File: config.mk
export PLATFORM = sky130hd
export DESIGN_NAME = sgfc_top
export DESIGN_NICKNAME = d
export VERILOG_FILES = /design/src/hdl/sgfc_pkg.sv /design/src/hdl/sgfc_top.sv /design/src/hdl/sgfc_debounce.sv
export VERILOG_INCLUDE_DIRS = /design/src /design/src/hdl
export SDC_FILE = /design/constraint.sdc
export NUM_CORES = 1
export LEC_CHECK = 0
export BUFFER_PORTS_ARGS = -buffer_cell sky130_fd_sc_hd__buf_2
export CORE_MARGIN = 3
export CORE_UTILIZATION = 45
export CTS_BUF_LIST = sky130_fd_sc_hd__clkbuf_4
export CTS_CLUSTER_SIZE = 8
export DETAILED_ROUTE_END_ITERATION = 8
export SETUP_SLACK_MARGIN = 0.1
export SLEW_MARGIN = 20
export SYNTH_ARGS = -nofsm -noshare
export SYNTH_HDL_FRONTEND = slang
export SYNTH_SLANG_ARGS = --single-unit
File: constraint.sdc
create_clock -name clk_sys -period 4.9 [get_ports clk_sys]
set_clock_uncertainty 0.1 [all_clocks]
set_input_delay 1.47 -clock clk_sys [delete_from_list [all_inputs] [get_ports clk_sys]]
set_output_delay 1.47 -clock clk_sys [all_outputs]
set_load 0.03 [all_outputs]
File: src/hdl/sgfc_regs.svh
// register offsets, field positions, reset values and link codes
// of the slider, gesture and filter configuration bank.
// assumes 8-bit register index and 16-bit register data.
`ifndef SGFC_REGS_SVH
`define SGFC_REGS_SVH

// register index on the register port
`define SGFC_OFF_MOVEMENT 8'h64
`define SGFC_OFF_SLIDER_SETUP 8'h90
`define SGFC_OFF_SLIDER_CAL 8'h91
`define SGFC_OFF_CHANNEL_MASK 8'h94
`define SGFC_OFF_TOUCH_GATE 8'h95
`define SGFC_OFF_LINK_0 8'h96
`define SGFC_OFF_LINK_1 8'h97
`define SGFC_OFF_LINK_2 8'h98
`define SGFC_OFF_GESTURE 8'hA0
`define SGFC_OFF_COUNTS_BETA 8'hB0
`define SGFC_OFF_AVG_BETA 8'hB1
`define SGFC_OFF_FAST_AVG_BETA 8'hB2
`define SGFC_OFF_SYS_CONTROL 8'hC0

// writable bits of registers with reserved fields
`define SGFC_MASK_CHANNEL 16'h0007
`define SGFC_MASK_GESTURE 16'h000F
`define SGFC_MASK_SYS_CONTROL 16'h00F0

// field positions
`define SGFC_POS_STATIC_FILTER 6
`define SGFC_POS_INTERFACE_TYPE 7

// reset value of every register
`define SGFC_RESET_VALUE 16'h0000

// touch gate pointer values per interface variant
`define SGFC_GATE_RELEASE 16'h0552
`define SGFC_GATE_MOVEMENT 16'h0558

// element link codes
`define SGFC_LINK_OFF 16'h0000
`define SGFC_LINK_CH0 16'h0430
`define SGFC_LINK_CH1_RELEASE 16'h0472
`define SGFC_LINK_CH2_RELEASE 16'h04B4
`define SGFC_LINK_CH1_MOVEMENT 16'h0474
`define SGFC_LINK_CH2_MOVEMENT 16'h04B8

`endif

File: src/hdl/sgfc_pkg.sv
// types shared by the configuration bank and its debounce unit.
// assumes nothing of its surroundings.
package sgfc_pkg;

    // power mode field of the system control register
    typedef enum logic [2:0]
    {
        SGFC_PM_NORMAL = 3'b000,
        SGFC_PM_LOW = 3'b001,
        SGFC_PM_ULTRA_LOW = 3'b010,
        SGFC_PM_HALT = 3'b011,
        SGFC_PM_AUTO = 3'b100,
        SGFC_PM_AUTO_NO_ULP = 3'b101
    } sgfc_power_mode_t;

    // movement debounce state
    typedef enum logic [0:0]
    {
        SGFC_MV_IDLE = 1'b0,
        SGFC_MV_MOVING = 1'b1
    } sgfc_move_state_t;

endpackage

File: src/hdl/sgfc_top.sv
// slider, gesture and filter configuration bank with the logic that
// the settings steer. assumes a synchronous register port that the
// serial host interface drives, and sensing inputs on clk_sys.
//
// Operation
// - enter debounce counts conversions; zero disables it
// - eight-bit threshold decides movement
// - lower slider calibration in setup high byte
// - static bit picks dynamic or static filtering
// - static beta is three bits, bits 5-3
// - bits 2-0 give slider channel count
// - bottom speed high, upper calibration low
// - mask bits 0-2 include channels 0-2
// - touch gate pointer enables slider during touch
// - three links order elements; zero disables
// - gesture enable bits gate tap swipe flick hold
// - counts beta chosen by power mode
// - average beta chosen by power mode
// - fast average beta chosen by power mode
// - exit debounce counts conversions; zero disables it
// - control bit 7 selects streaming or events
`timescale 1ns/1ps
`include "sgfc_regs.svh"
module sgfc_top
(
    input wire logic clk_sys,
    input wire logic srst,
    input wire logic movement_variant,
    input wire logic [7:0] reg_addr,
    input wire logic [15:0] reg_wdata,
    input wire logic reg_wr,
    input wire logic reg_rd,
    output logic [15:0] reg_rdata,
    output logic reg_ack,
    input wire logic conv_strobe,
    input wire logic [7:0] movement_delta,
    input wire logic [2:0] channel_touch,
    input wire logic auto_low_power,
    input wire logic [3:0] gesture_raw,
    output logic movement_detected,
    output logic slider_active,
    output logic [2:0] slider_channels_used,
    output logic [2:0] slider_total_channels,
    output logic slider_static_filter,
    output logic [2:0] slider_static_beta,
    output logic [7:0] slider_lower_cal,
    output logic [7:0] slider_upper_cal,
    output logic [7:0] slider_bottom_speed,
    output logic [5:0] element_channel,
    output logic [2:0] element_valid,
    output logic [3:0] gesture_out,
    output logic low_power_selected,
    output logic [7:0] counts_beta_active,
    output logic [7:0] average_beta_active,
    output logic [7:0] fast_average_beta_active,
    output logic event_mode
);

    // configuration registers
    logic [15:0] movement_q;
    logic [15:0] setup_q;
    logic [15:0] cal_q;
    logic [15:0] mask_q;
    logic [15:0] gate_q;
    logic [15:0] link_q [3];
    logic [15:0] gesture_q;
    logic [15:0] counts_beta_q;
    logic [15:0] avg_beta_q;
    logic [15:0] fast_avg_beta_q;
    logic [15:0] sys_control_q;

    // decoded state
    logic [15:0] rdata_d;
    logic [15:0] gate_expect;
    logic raw_move;
    logic low_power_d;
    logic [2:0] touch_masked;
    logic [5:0] elem_chan_d;
    logic [2:0] elem_valid_d;
    sgfc_pkg::sgfc_power_mode_t power_mode;

    // link code to channel number for the active variant
    function automatic logic [2:0] sgfc_link_decode
    (
        input logic [15:0] code,
        input logic movement
    );
        logic [2:0] result;
        result = 3'b000;
        if (code == `SGFC_LINK_CH0)
        begin
            result = 3'b100;
        end
        else if (!movement && code == `SGFC_LINK_CH1_RELEASE)
        begin
            result = 3'b101;
        end
        else if (!movement && code == `SGFC_LINK_CH2_RELEASE)
        begin
            result = 3'b110;
        end
        else if (movement && code == `SGFC_LINK_CH1_MOVEMENT)
        begin
            result = 3'b101;
        end
        else if (movement && code == `SGFC_LINK_CH2_MOVEMENT)
        begin
            result = 3'b110;
        end
        return result;
    endfunction

    // register writes, reserved bits dropped
    always_ff @(posedge clk_sys)
    begin
        if (srst)
        begin
            movement_q <= `SGFC_RESET_VALUE;
            setup_q <= `SGFC_RESET_VALUE;
            cal_q <= `SGFC_RESET_VALUE;
            mask_q <= `SGFC_RESET_VALUE;
            gate_q <= `SGFC_RESET_VALUE;
            gesture_q <= `SGFC_RESET_VALUE;
            counts_beta_q <= `SGFC_RESET_VALUE;
            avg_beta_q <= `SGFC_RESET_VALUE;
            fast_avg_beta_q <= `SGFC_RESET_VALUE;
            sys_control_q <= `SGFC_RESET_VALUE;
        end
        else if (reg_wr)
        begin
            case (reg_addr)
                `SGFC_OFF_MOVEMENT: movement_q <= reg_wdata;
                `SGFC_OFF_SLIDER_SETUP: setup_q <= reg_wdata;
                `SGFC_OFF_SLIDER_CAL: cal_q <= reg_wdata;
                `SGFC_OFF_CHANNEL_MASK: mask_q <= reg_wdata & `SGFC_MASK_CHANNEL;
                `SGFC_OFF_TOUCH_GATE: gate_q <= reg_wdata;
                `SGFC_OFF_GESTURE: gesture_q <= reg_wdata & `SGFC_MASK_GESTURE;
                `SGFC_OFF_COUNTS_BETA: counts_beta_q <= reg_wdata;
                `SGFC_OFF_AVG_BETA: avg_beta_q <= reg_wdata;
                `SGFC_OFF_FAST_AVG_BETA: fast_avg_beta_q <= reg_wdata;
                `SGFC_OFF_SYS_CONTROL: sys_control_q <= reg_wdata & `SGFC_MASK_SYS_CONTROL;
                default: movement_q <= movement_q;
            endcase
        end
    end

    // element link registers
    always_ff @(posedge clk_sys)
    begin
        if (srst)
        begin
            link_q[0] <= `SGFC_RESET_VALUE;
            link_q[1] <= `SGFC_RESET_VALUE;
            link_q[2] <= `SGFC_RESET_VALUE;
        end
        else if (reg_wr)
        begin
            case (reg_addr)
                `SGFC_OFF_LINK_0: link_q[0] <= reg_wdata;
                `SGFC_OFF_LINK_1: link_q[1] <= reg_wdata;
                `SGFC_OFF_LINK_2: link_q[2] <= reg_wdata;
                default: link_q[0] <= link_q[0];
            endcase
        end
    end

    // read multiplexer, unmapped index reads zero
    always_comb
    begin
        case (reg_addr)
            `SGFC_OFF_MOVEMENT: rdata_d = movement_q;
            `SGFC_OFF_SLIDER_SETUP: rdata_d = setup_q;
            `SGFC_OFF_SLIDER_CAL: rdata_d = cal_q;
            `SGFC_OFF_CHANNEL_MASK: rdata_d = mask_q;
            `SGFC_OFF_TOUCH_GATE: rdata_d = gate_q;
            `SGFC_OFF_LINK_0: rdata_d = link_q[0];
            `SGFC_OFF_LINK_1: rdata_d = link_q[1];
            `SGFC_OFF_LINK_2: rdata_d = link_q[2];
            `SGFC_OFF_GESTURE: rdata_d = gesture_q;
            `SGFC_OFF_COUNTS_BETA: rdata_d = counts_beta_q;
            `SGFC_OFF_AVG_BETA: rdata_d = avg_beta_q;
            `SGFC_OFF_FAST_AVG_BETA: rdata_d = fast_avg_beta_q;
            `SGFC_OFF_SYS_CONTROL: rdata_d = sys_control_q;
            default: rdata_d = 16'h0000;
        endcase
    end

    // register port answer one cycle after the strobe
    always_ff @(posedge clk_sys)
    begin
        if (srst)
        begin
            reg_rdata <= 16'h0000;
            reg_ack <= 1'b0;
        end
        else
        begin
            reg_ack <= reg_wr | reg_rd;
            if (reg_rd)
            begin
                reg_rdata <= rdata_d;
            end
        end
    end

    // movement compare against the threshold
    assign raw_move = movement_delta > movement_q[7:0];

    // enter and exit debounce of movement
    sgfc_debounce u_debounce
    (
        .clk_sys(clk_sys),
        .srst(srst),
        .conv_strobe(conv_strobe),
        .raw_move(raw_move),
        .enter_count(movement_q[11:8]),
        .exit_count(movement_q[15:12]),
        .moving(movement_detected)
    );

    // touch gate: pointer must hold the value for this variant
    assign gate_expect = movement_variant ? `SGFC_GATE_MOVEMENT : `SGFC_GATE_RELEASE;
    assign touch_masked = channel_touch & mask_q[2:0];

    // element link decode
    always_comb
    begin
        logic [2:0] dec;
        dec = 3'b000;
        elem_chan_d = 6'h00;
        elem_valid_d = 3'b000;
        for (int k = 0; k < 3; k++)
        begin
            dec = sgfc_link_decode(link_q[k], movement_variant);
            elem_valid_d[k] = dec[2];
            elem_chan_d[2 * k +: 2] = dec[1:0];
        end
    end

    // slider state outputs
    always_ff @(posedge clk_sys)
    begin
        if (srst)
        begin
            slider_active <= 1'b0;
            slider_channels_used <= 3'b000;
            element_channel <= 6'h00;
            element_valid <= 3'b000;
        end
        else
        begin
            slider_active <= (gate_q == gate_expect) && (touch_masked != 3'b000);
            slider_channels_used <= mask_q[2:0];
            element_channel <= elem_chan_d;
            element_valid <= elem_valid_d;
        end
    end

    // slider setup and calibration fields
    always_ff @(posedge clk_sys)
    begin
        if (srst)
        begin
            slider_total_channels <= 3'b000;
            slider_static_filter <= 1'b0;
            slider_static_beta <= 3'b000;
            slider_lower_cal <= 8'h00;
            slider_upper_cal <= 8'h00;
            slider_bottom_speed <= 8'h00;
        end
        else
        begin
            slider_total_channels <= setup_q[2:0];
            slider_static_filter <= setup_q[`SGFC_POS_STATIC_FILTER];
            slider_static_beta <= setup_q[5:3];
            slider_lower_cal <= setup_q[15:8];
            slider_upper_cal <= cal_q[7:0];
            slider_bottom_speed <= cal_q[15:8];
        end
    end

    // gestures pass only when enabled
    always_ff @(posedge clk_sys)
    begin
        if (srst)
        begin
            gesture_out <= 4'h0;
        end
        else
        begin
            gesture_out <= gesture_raw & gesture_q[3:0];
        end
    end

    // low-power betas in low, ultra low, or automatic while low
    assign power_mode = sgfc_pkg::sgfc_power_mode_t'(sys_control_q[6:4]);
    always_comb
    begin
        case (power_mode)
            sgfc_pkg::SGFC_PM_LOW: low_power_d = 1'b1;
            sgfc_pkg::SGFC_PM_ULTRA_LOW: low_power_d = 1'b1;
            sgfc_pkg::SGFC_PM_AUTO: low_power_d = auto_low_power;
            sgfc_pkg::SGFC_PM_AUTO_NO_ULP: low_power_d = auto_low_power;
            default: low_power_d = 1'b0;
        endcase
    end

    // active filter betas for the current power mode
    always_ff @(posedge clk_sys)
    begin
        if (srst)
        begin
            low_power_selected <= 1'b0;
            counts_beta_active <= 8'h00;
            average_beta_active <= 8'h00;
            fast_average_beta_active <= 8'h00;
        end
        else
        begin
            low_power_selected <= low_power_d;
            counts_beta_active <= low_power_d ? counts_beta_q[15:8] : counts_beta_q[7:0];
            average_beta_active <= low_power_d ? avg_beta_q[15:8] : avg_beta_q[7:0];
            fast_average_beta_active <= low_power_d ? fast_avg_beta_q[15:8] : fast_avg_beta_q[7:0];
        end
    end

    // reporting mode for the serial interface
    always_ff @(posedge clk_sys)
    begin
        if (srst)
        begin
            event_mode <= 1'b0;
        end
        else
        begin
            event_mode <= sys_control_q[`SGFC_POS_INTERFACE_TYPE];
        end
    end

endmodule

File: src/hdl/sgfc_debounce.sv
// movement debounce: counts consecutive conversions before entering
// or leaving movement. assumes one conv_strobe pulse per conversion.
`timescale 1ns/1ps
module sgfc_debounce
(
    input wire logic clk_sys,
    input wire logic srst,
    input wire logic conv_strobe,
    input wire logic raw_move,
    input wire logic [3:0] enter_count,
    input wire logic [3:0] exit_count,
    output logic moving
);

    sgfc_pkg::sgfc_move_state_t state_q;
    logic [3:0] run_q;
    logic [3:0] target;
    logic toward;

    // a conversion pushes toward the other state
    assign toward = (state_q == sgfc_pkg::SGFC_MV_IDLE) ? raw_move : !raw_move;
    assign target = (state_q == sgfc_pkg::SGFC_MV_IDLE) ? enter_count : exit_count;
    assign moving = (state_q == sgfc_pkg::SGFC_MV_MOVING);

    // state change after target consecutive conversions, zero means at once
    always_ff @(posedge clk_sys)
    begin
        if (srst)
        begin
            state_q <= sgfc_pkg::SGFC_MV_IDLE;
            run_q <= 4'h0;
        end
        else if (conv_strobe)
        begin
            if (!toward)
            begin
                run_q <= 4'h0;
            end
            else if (target == 4'h0 || run_q + 4'h1 >= target)
            begin
                run_q <= 4'h0;
                case (state_q)
                    sgfc_pkg::SGFC_MV_IDLE: state_q <= sgfc_pkg::SGFC_MV_MOVING;
                    sgfc_pkg::SGFC_MV_MOVING: state_q <= sgfc_pkg::SGFC_MV_IDLE;
                    default: state_q <= sgfc_pkg::SGFC_MV_IDLE;
                endcase
            end
            else
            begin
                run_q <= run_q + 4'h1;
            end
        end
    end

endmodule

== Word-level counts from Yosys, hierarchy flattened ==
Memories as Yosys holds them, arrays and structs flattened.
Cells that the tools add are included.
Storage, ports and cells
  register bits: 219
  memory bits (writable): 48
  logic and storage cells: 166
  memories: 1
Cells by class
  $add $sub $neg: 1
  magnitude comparators: 2
  eq/ne operators: 33
  mux-type cells: 48
  bitwise logic cells: 8
  reduce and logical (&&, ||, !) cells: 38
Memories
  link_q: words 3, bits a word 16, rd ports 3, clocked after memory_dff 0, wr ports 3, RTL line sgfc_top.sv:65  | logic [15:0] link_q [3];
Operator list (count)
  $eq A16 B11 Y1 const B: 15
  $pmux W16 S13: 1
  $eq A8 B8 Y1 const B: 12
  $mux W16: 4
  $mux W3: 15
  $mux W8: 3
  $reduce_and A2 Y1: 10
  $mux W1: 19
  $eq A16 B11 Y1: 1
  $mux W4: 4
  $logic_and A1 B1 Y1: 13
  $reduce_or A3 Y1: 4
  $reduce_or A2 Y1: 5
  $eq A8 B7 Y1 const B: 1
  $gt A8 B8 Y1: 1
  $eq A3 B3 Y1 const B: 2
  $or A1 B1 Y1: 5
  $add A4 B1 Y4 const B: 1
  $and A4 B4 Y4: 1
  $ge A4 B4 Y1: 1
  $logic_not A4 Y1: 1
  $pmux W1 S2: 2
  $and A3 B3 Y3: 1
  $eq A3 B1 Y1 const B: 1
  other kinds (6): 7

== Logic depth before layout (Yosys ltp) ==
Gate-level depths: netlist (run 1).
An unclocked memory read counts as a cell.
  word-level depth: 8
  gate-level depth with buffers: 10

== By module ==
From an unflattened synthesis (run 1), not the netlist that was laid out.
Unflattened totals
  cells, all modules: 1194
  area total of the unflattened synthesis: 11303.3 µm²
Modules (own cells, without submodules)
  sgfc_top: instances 1, cells an instance 1148, area each 10898.0 µm², seq. area each 5725.5 µm²
  sgfc_debounce: instances 1, cells an instance 46, area each 405.4 µm², seq. area each 100.1 µm²

== Worst setup path before layout (run 1) ==
OpenSTA, ideal clock, no wires.
  path kind: in2reg
  from: in reg_addr[4]
  to: mem link_q[0][0], enable pin
  setup time: 0.411 ns
  data arrival time: 3.670 ns
  required time: 4.389 ns
  slack: 0.719 ns
  stages: 8
  path through: buf_2 nor4bb_1 buf_2 and2_1 buf_2 buf_2 nand2_1 o21ai_0
RTL lines
  start: declaration: RTL line sgfc_top.sv:29  | input wire logic [7:0] reg_addr,
  end: declaration: RTL line sgfc_top.sv:65

== Worst setup path after layout (run 1) ==
  from: in reg_addr[1]
  to: reg movement_q[1]
Between the ends
  word-level cells in the longest chain between the ends: 2
Ends and longest elaborated chain
  $eq A8 B7 Y1: RTL line sgfc_top.sv:131  | case (reg_addr)
  $reduce_and A2 Y1 (no line)
  end signal: assignment: RTL line sgfc_top.sv:118  | movement_q <= `SGFC_RESET_VALUE;
  end signal: assignment: RTL line sgfc_top.sv:132  | `SGFC_OFF_MOVEMENT: movement_q <= reg_wdata;
  end signal: assignment: RTL line sgfc_top.sv:142  | default: movement_q <= movement_q;
  end: declaration: RTL line sgfc_top.sv:60  | logic [15:0] movement_q;
Every way passes these cells.
A chain may end at the register's enable or synchronous reset.

==> results of run 1 <==
==> power by group through the flow <==
stage	sequential, mW	combinational, mW	clock [mW]
floorplan	2.32	0.144	0
global placement	2.33	0.232	0
detailed placement	2.33	0.233	0
CTS	2.28	0.234	1.98
global route	2.28	0.251	2.09
finish	2.28	0.239	1.94
==> cells by family (layout without fill, tap and decap cells) <==
kind of cell	count (synthesis)	in the layout	synth area share, %
flops	267	267	50.7
fa+ha+maj	13	13	1.42
compound gates	274	274	15.5
xor+xnor	3	3	0.229
simple gates	508	508	21.8
other cells	0	1	0
mux	60	60	5.64
buf+inv	120	296	4.64
==> path summary, 6_finish.rpt <==
kind / startpoint / endpoint / slack (ns) / cells past startpoint
min reg2reg: cal_q[12] / cal_q[12] / 0.36 / 2
min: cal_q[12] / cal_q[12] / 0.36 / 2
max: reg_addr[1] / movement_q[1] / 1.60 / 8
max reg2reg: u_debounce.moving / u_debounce.run_q[0] / 2.43 / 7
==> metal layers <==
layer	GRT usage [%]	share of wire, %	up-vias
met5	0	0	-
met4	10.1	3.4	0
met3	5.74	9.1	80
met2	42.5	45	515
met1	37.9	42	4755
li1	-	-	4728
==> cells in the final DEF, fill, tap and decap left out, drive strengths merged, types with 20 or more instances in the layout <==
cell / count
a22oi: 33
dfxtp: 219
and2: 20
nor2b: 48
o21ai: 27
clkbuf: 106
buf: 160
a21oi: 130
nand3: 72
edfxtp: 48
nand2: 223
nor2: 62
mux2i: 40
==> layout make-up <==
class | instances | share of cell area, %
clock inverters | 15 | 0.646
inverters | 15 | 0.427
multi-input cells | 858 | 39.0
well taps | 324 | 3.08
repair buffers | 160 | 6.56
clock buffers | 106 | 6.04
flip-flops and latches | 267 | 44.2
diodes | 1 | 0.0190
==> worst reg2reg max path, stage by stage (launching register included) <==
cell      delay, ns
dfxtp_1        0.57
mux2_2         0.40
ha_1           0.26
nand2b_1       0.14
a211o_1        0.30
a211oi_1       0.35
nand3b_1       0.12
o21ai_0        0.16
==> sequential cells by signal, summed over array words and instances (netlist names), 16 cells and up <==
register / cells
link_q: 48
cal_q: 16
setup_q: 16
reg_rdata: 16
movement_q: 16
gate_q: 16
counts_beta_q: 16
fast_avg_beta_q: 16
avg_beta_q: 16
==> per-stage QoR <==
stage               setup WS, ns  power, mW  util, %  std cells  hold slack (ns)
finish                      1.60       4.45     53.4       1746            0.365
global placement            1.05       2.56     49.8       1624            0.350
floorplan                  0.719       2.46        -       1245            0.333
global route                1.49       4.63     53.4       1746            0.382
CTS                         1.70       4.49     53.4       1745            0.361
detailed placement         0.994       2.56     49.8       1624            0.355
==> results.yml, run 1 <==
status:
  status: "complete, no violations"
clock_network:
  hold_buffers: 0
  clkTransAtPathRegs_ns: 0.06
  cts_buffers: 72
  root_buffer: "clkbuf_4"
  cts_setup_buffers: 0
  tritoncts: "done"
  clkLatencyLatePin_ns: 0.66
  ctsResizeCount: 0
  clockBufferDepth: 3
  htreeDepth: 3
  cts_sinks: 267
global_route:
  grt_max_degree: 104
  grt_pass1_wl_um: 58700
  grt_pass1_vias: 9586
  overflow: 0
  grt_use_total_pct: 27.4
  antenna_found_initial: 2
logic_synthesis:
  synthFlopType: "dfxtp_1"
  ys_ff_latch: 267
  yosysTopAreaCell: "dfxtp_1"
  synth_area_sq_um: 11500
  yosysTopAreaCellShare_pct: 38.2
  synthTopCellsByCount: "nand2_1, dfxtp_1, a21oi_1, nand3_1, clkbuf_1"
  ys_warn_count: 0
  synth_area_leaders: "dfxtp_1, edfxtp_1, nand2_1"
  synth_nets: 1304
  synth_most_common_cell: "nand2_1"
  synth_edf_count: 48
  synthCells: 1245
  ys_seq_area_share_pct: 50.7
  async_reset_ff_share_pct: 0
  avgSynthCellArea_sq_um: 9.23
  synth_cell_types: 66
floorplanning:
  rows: 57
  boundaryPins: 138
  dieArea_sq_um: 27500
  core-area_sq_um: 24700
  die_y_um: 166
  die_width_um: 166
  start_util_pct: 46.6
routing:
  routed_via_density: 5.77
  first_iter_violations: 1027
  vias: 10100
  routedWlPerCell_um: 22.2
  routed_wl_um: 38700
  first_pass_iters: 6
  drcViolationCount: 0
  ant_nets: 0
place:
  dpl_cell_area_sq_um: 12300
  port_buffers: 137
  place.gp.congestion: 0.975
  place_hpwl_um: 27000
critical_path:
  critPathKind: "input port to flip-flop"
  cpPeakStageDelay_ns: 0.43
  crit_required_ns: 5.27
  cp-start-kind: "input port"
  crit_family: "simple AND/OR/NAND/NOR gates"
  critPathBufInv: 3
  critPathMaxFanout: 33
  crit_arrival_ns: 3.68
  slowest_stage: "nand2_1"
  end_kind: "flip-flop"
  crit_chain: "buf_2 > buf_4 > nor2_1 > and3_1 > buf_4 > nand2_1 > nand2_1 > a21oi_1"
power_and_ir_drop:
  p_sw_mw: 1.10
  intPower_mw: 3.36
  p_per_area_nw_per_um2: 338
  peakVddDrop_uv: 155
  power_frac_clock_pct: 43.5
  sw_frac_of_total_pct: 24.6
  p_leak_nw: 5.10
  seqPwrFrac_pct: 51.2
  p_comb_share_pct: 5.4
sta:
  tightest_slew_ns: 1.05
  fin_setup_tns_ns: 0
  slew-limit-headroom_pct: 30.2
  post-route-min-period_ns: 3.30
  maxSlewViolCount: 0
  fmax_mhz: 303
  rsz0062_at_grt: "false"
  hold_viol: 0
  fin_crit_sh_pct: 67.4
  setup_viol: 0
layout:
  regArea_sq_um: 5830
  n_fill_cell: 2367
  fin_area_sq_um: 13200
  drive_gt1_share_pct: 21.3
  multi_input_area_sq_um: 5140
  nNetsFinal: 1433
  syn_to_final_growth_pct: 14.7
min_path:
  hp-class: "flip-flop to flip-flop"
flow_run:
  drv_cap: 0
Power figures use the tool's default switching activity.
==> run 2: changes to the inputs <==
Clock period 4.9 ns to 3.33 ns, I/O delays scaled along.
==> run 2 against run 1 <==
Against the previous run: cell count rose by 1.5%; flip-flop and latch count did not move; core utilization rose by 1.0 points; register-to-register slack got worse by 1.6 ns; first-iteration DRC count rose by 11%; highest routed layer unchanged.
==> results.yml, run 2 (same netlist as run 1, synthesis figures left out) <==
status:
  status: "complete, no violations"
sta:
  rsz0062_at_grt: "false"
  fin_setup_tns_ns: 0
  post-route-min-period_ns: 2.66
  maxSlewViolCount: 0
  fin_crit_sh_pct: 79.9
  slew-limit-headroom_pct: 55.6
  tightest_slew_ns: 0.664
  fmax_mhz: 376
  hold_viol: 0
  setup_viol: 0
critical_path:
  crit_family: "flip-flops"
  end_kind: "output pin"
  cp-start-kind: "flip-flop"
  crit_chain: "buf_2"
  cpPeakStageDelay_ns: 0.58
  slowest_stage: "dfxtp_1"
  critPathBufInv: 1
  critPathKind: "flip-flop to output pin"
  critPathMaxFanout: 12
  crit_required_ns: 2.23
  crit_arrival_ns: 1.56
global_route:
  grt_use_total_pct: 27.5
  grt_pass1_wl_um: 58900
  overflow: 0
  grt_max_degree: 68
  grt_pass1_vias: 9616
  antenna_found_initial: 2
floorplanning:
  core-area_sq_um: 24700
  boundaryPins: 138
  dieArea_sq_um: 27500
  start_util_pct: 46.6
  die_width_um: 166
  die_y_um: 166
  rows: 57
power_and_ir_drop:
  peakVddDrop_uv: 277
  p_leak_nw: 5.24
  p_per_area_nw_per_um2: 507
clock_network:
  cts_setup_buffers: 0
  hold_buffers: 0
  cts_buffers: 73
  cts_sinks: 267
  htreeDepth: 3
  ctsResizeCount: 0
  clkTransAtPathRegs_ns: 0.06
  clockBufferDepth: 3
  root_buffer: "clkbuf_4"
  tritoncts: "done"
  clkLatencyLatePin_ns: 0.69
flow_run:
  drv_cap: 0
layout:
  syn_to_final_growth_pct: 17.0
  fin_area_sq_um: 13400
  nNetsFinal: 1453
  regMostFlops: "link_q"
  layoutNonFillerInstCount: 1773
  regArea_sq_um: 5830
  n_fill_cell: 2341
  multi_input_area_sq_um: 5150
  largest_reg_flops: 48
  final_common_cell: "nand2_1"
  mostFrequentLayoutCells: "nand2_1, dfxtp_1, buf_2"
  drive_gt1_share_pct: 22.3
place:
  place.gp.congestion: 0.954
  dp.cells: 1643
  dpl_cell_area_sq_um: 12500
  place_hpwl_um: 27100
  port_buffers: 137
min_path:
  hp-class: "flip-flop to flip-flop"
routing:
  routed_wl_um: 39000
  first_iter_violations: 1138
  routed_via_density: 5.72
  first_pass_iters: 7
  ant_nets: 0
  drcViolationCount: 0
  vias: 10100
  routedWlPerCell_um: 22.0
[run 2: cell types whose count changed in the layout (fill, tap and decap cells not counted)]
cell	delta
buf_12	+1
buf_4	+18
bufinv_16	+3
clkbuf_4	-2
clkinv_1	+6
diode_2	+2
inv_2	-1
o21ai_1	-1
o21ai_2	+1
[run 2: cell type report]
cell class | count | share of cell area [%]
Tap cell | 324 | 3.02
Multi-Input combinational cell | 858 | 38.3
Clock inverter | 23 | 1.44
Inverter | 15 | 0.419
Sequential cell | 267 | 43.4
Timing Repair Buffer | 179 | 7.59
Clock buffer | 104 | 5.81
Antenna cell | 3 | 0.0559
[run 2: layer usage]
metal	GRT usage, %	up-vias	wire length [um]	part of all wire, %
met5	0	-	0	0
met4	10.5	0	1300	3.3
met3	6.67	68	3500	9.0
met2	42.8	493	17800	46
met1	37.3	4804	16400	42
li1	-	4779	-	-
[run 2: stage by stage]
stage	total power [mW]	hold slack (ns)	util (%)	setup slack, ns
after floorplan	3.63	0.333	-	0.160
after global placement	3.78	0.351	50.5	0.214
after detailed placement	3.78	0.360	50.5	0.209
after CTS	6.88	0.368	54.4	0.621
after global routing	7.09	0.391	54.5	0.560
final	6.82	0.368	54.5	0.669
[run 2: final timing paths]
path                         endpoint               from  slack [ns]  depth (start not counted)
setup / recovery    movement_detected  u_debounce.moving        0.67                          1
hold reg to reg             cal_q[14]          cal_q[14]        0.37                          2
setup reg to reg  u_debounce.run_q[1]  u_debounce.moving        0.84                          7
hold / removal              cal_q[14]          cal_q[14]        0.37                          2
[run 2: power breakdown]
part,switching [mW],leakage (nW),internal [mW]
logic,0.255,2.45,0.106
registers,0.0387,2.22,3.32
clock network,1.35,0.572,1.74
total,1.65,5.24,5.17
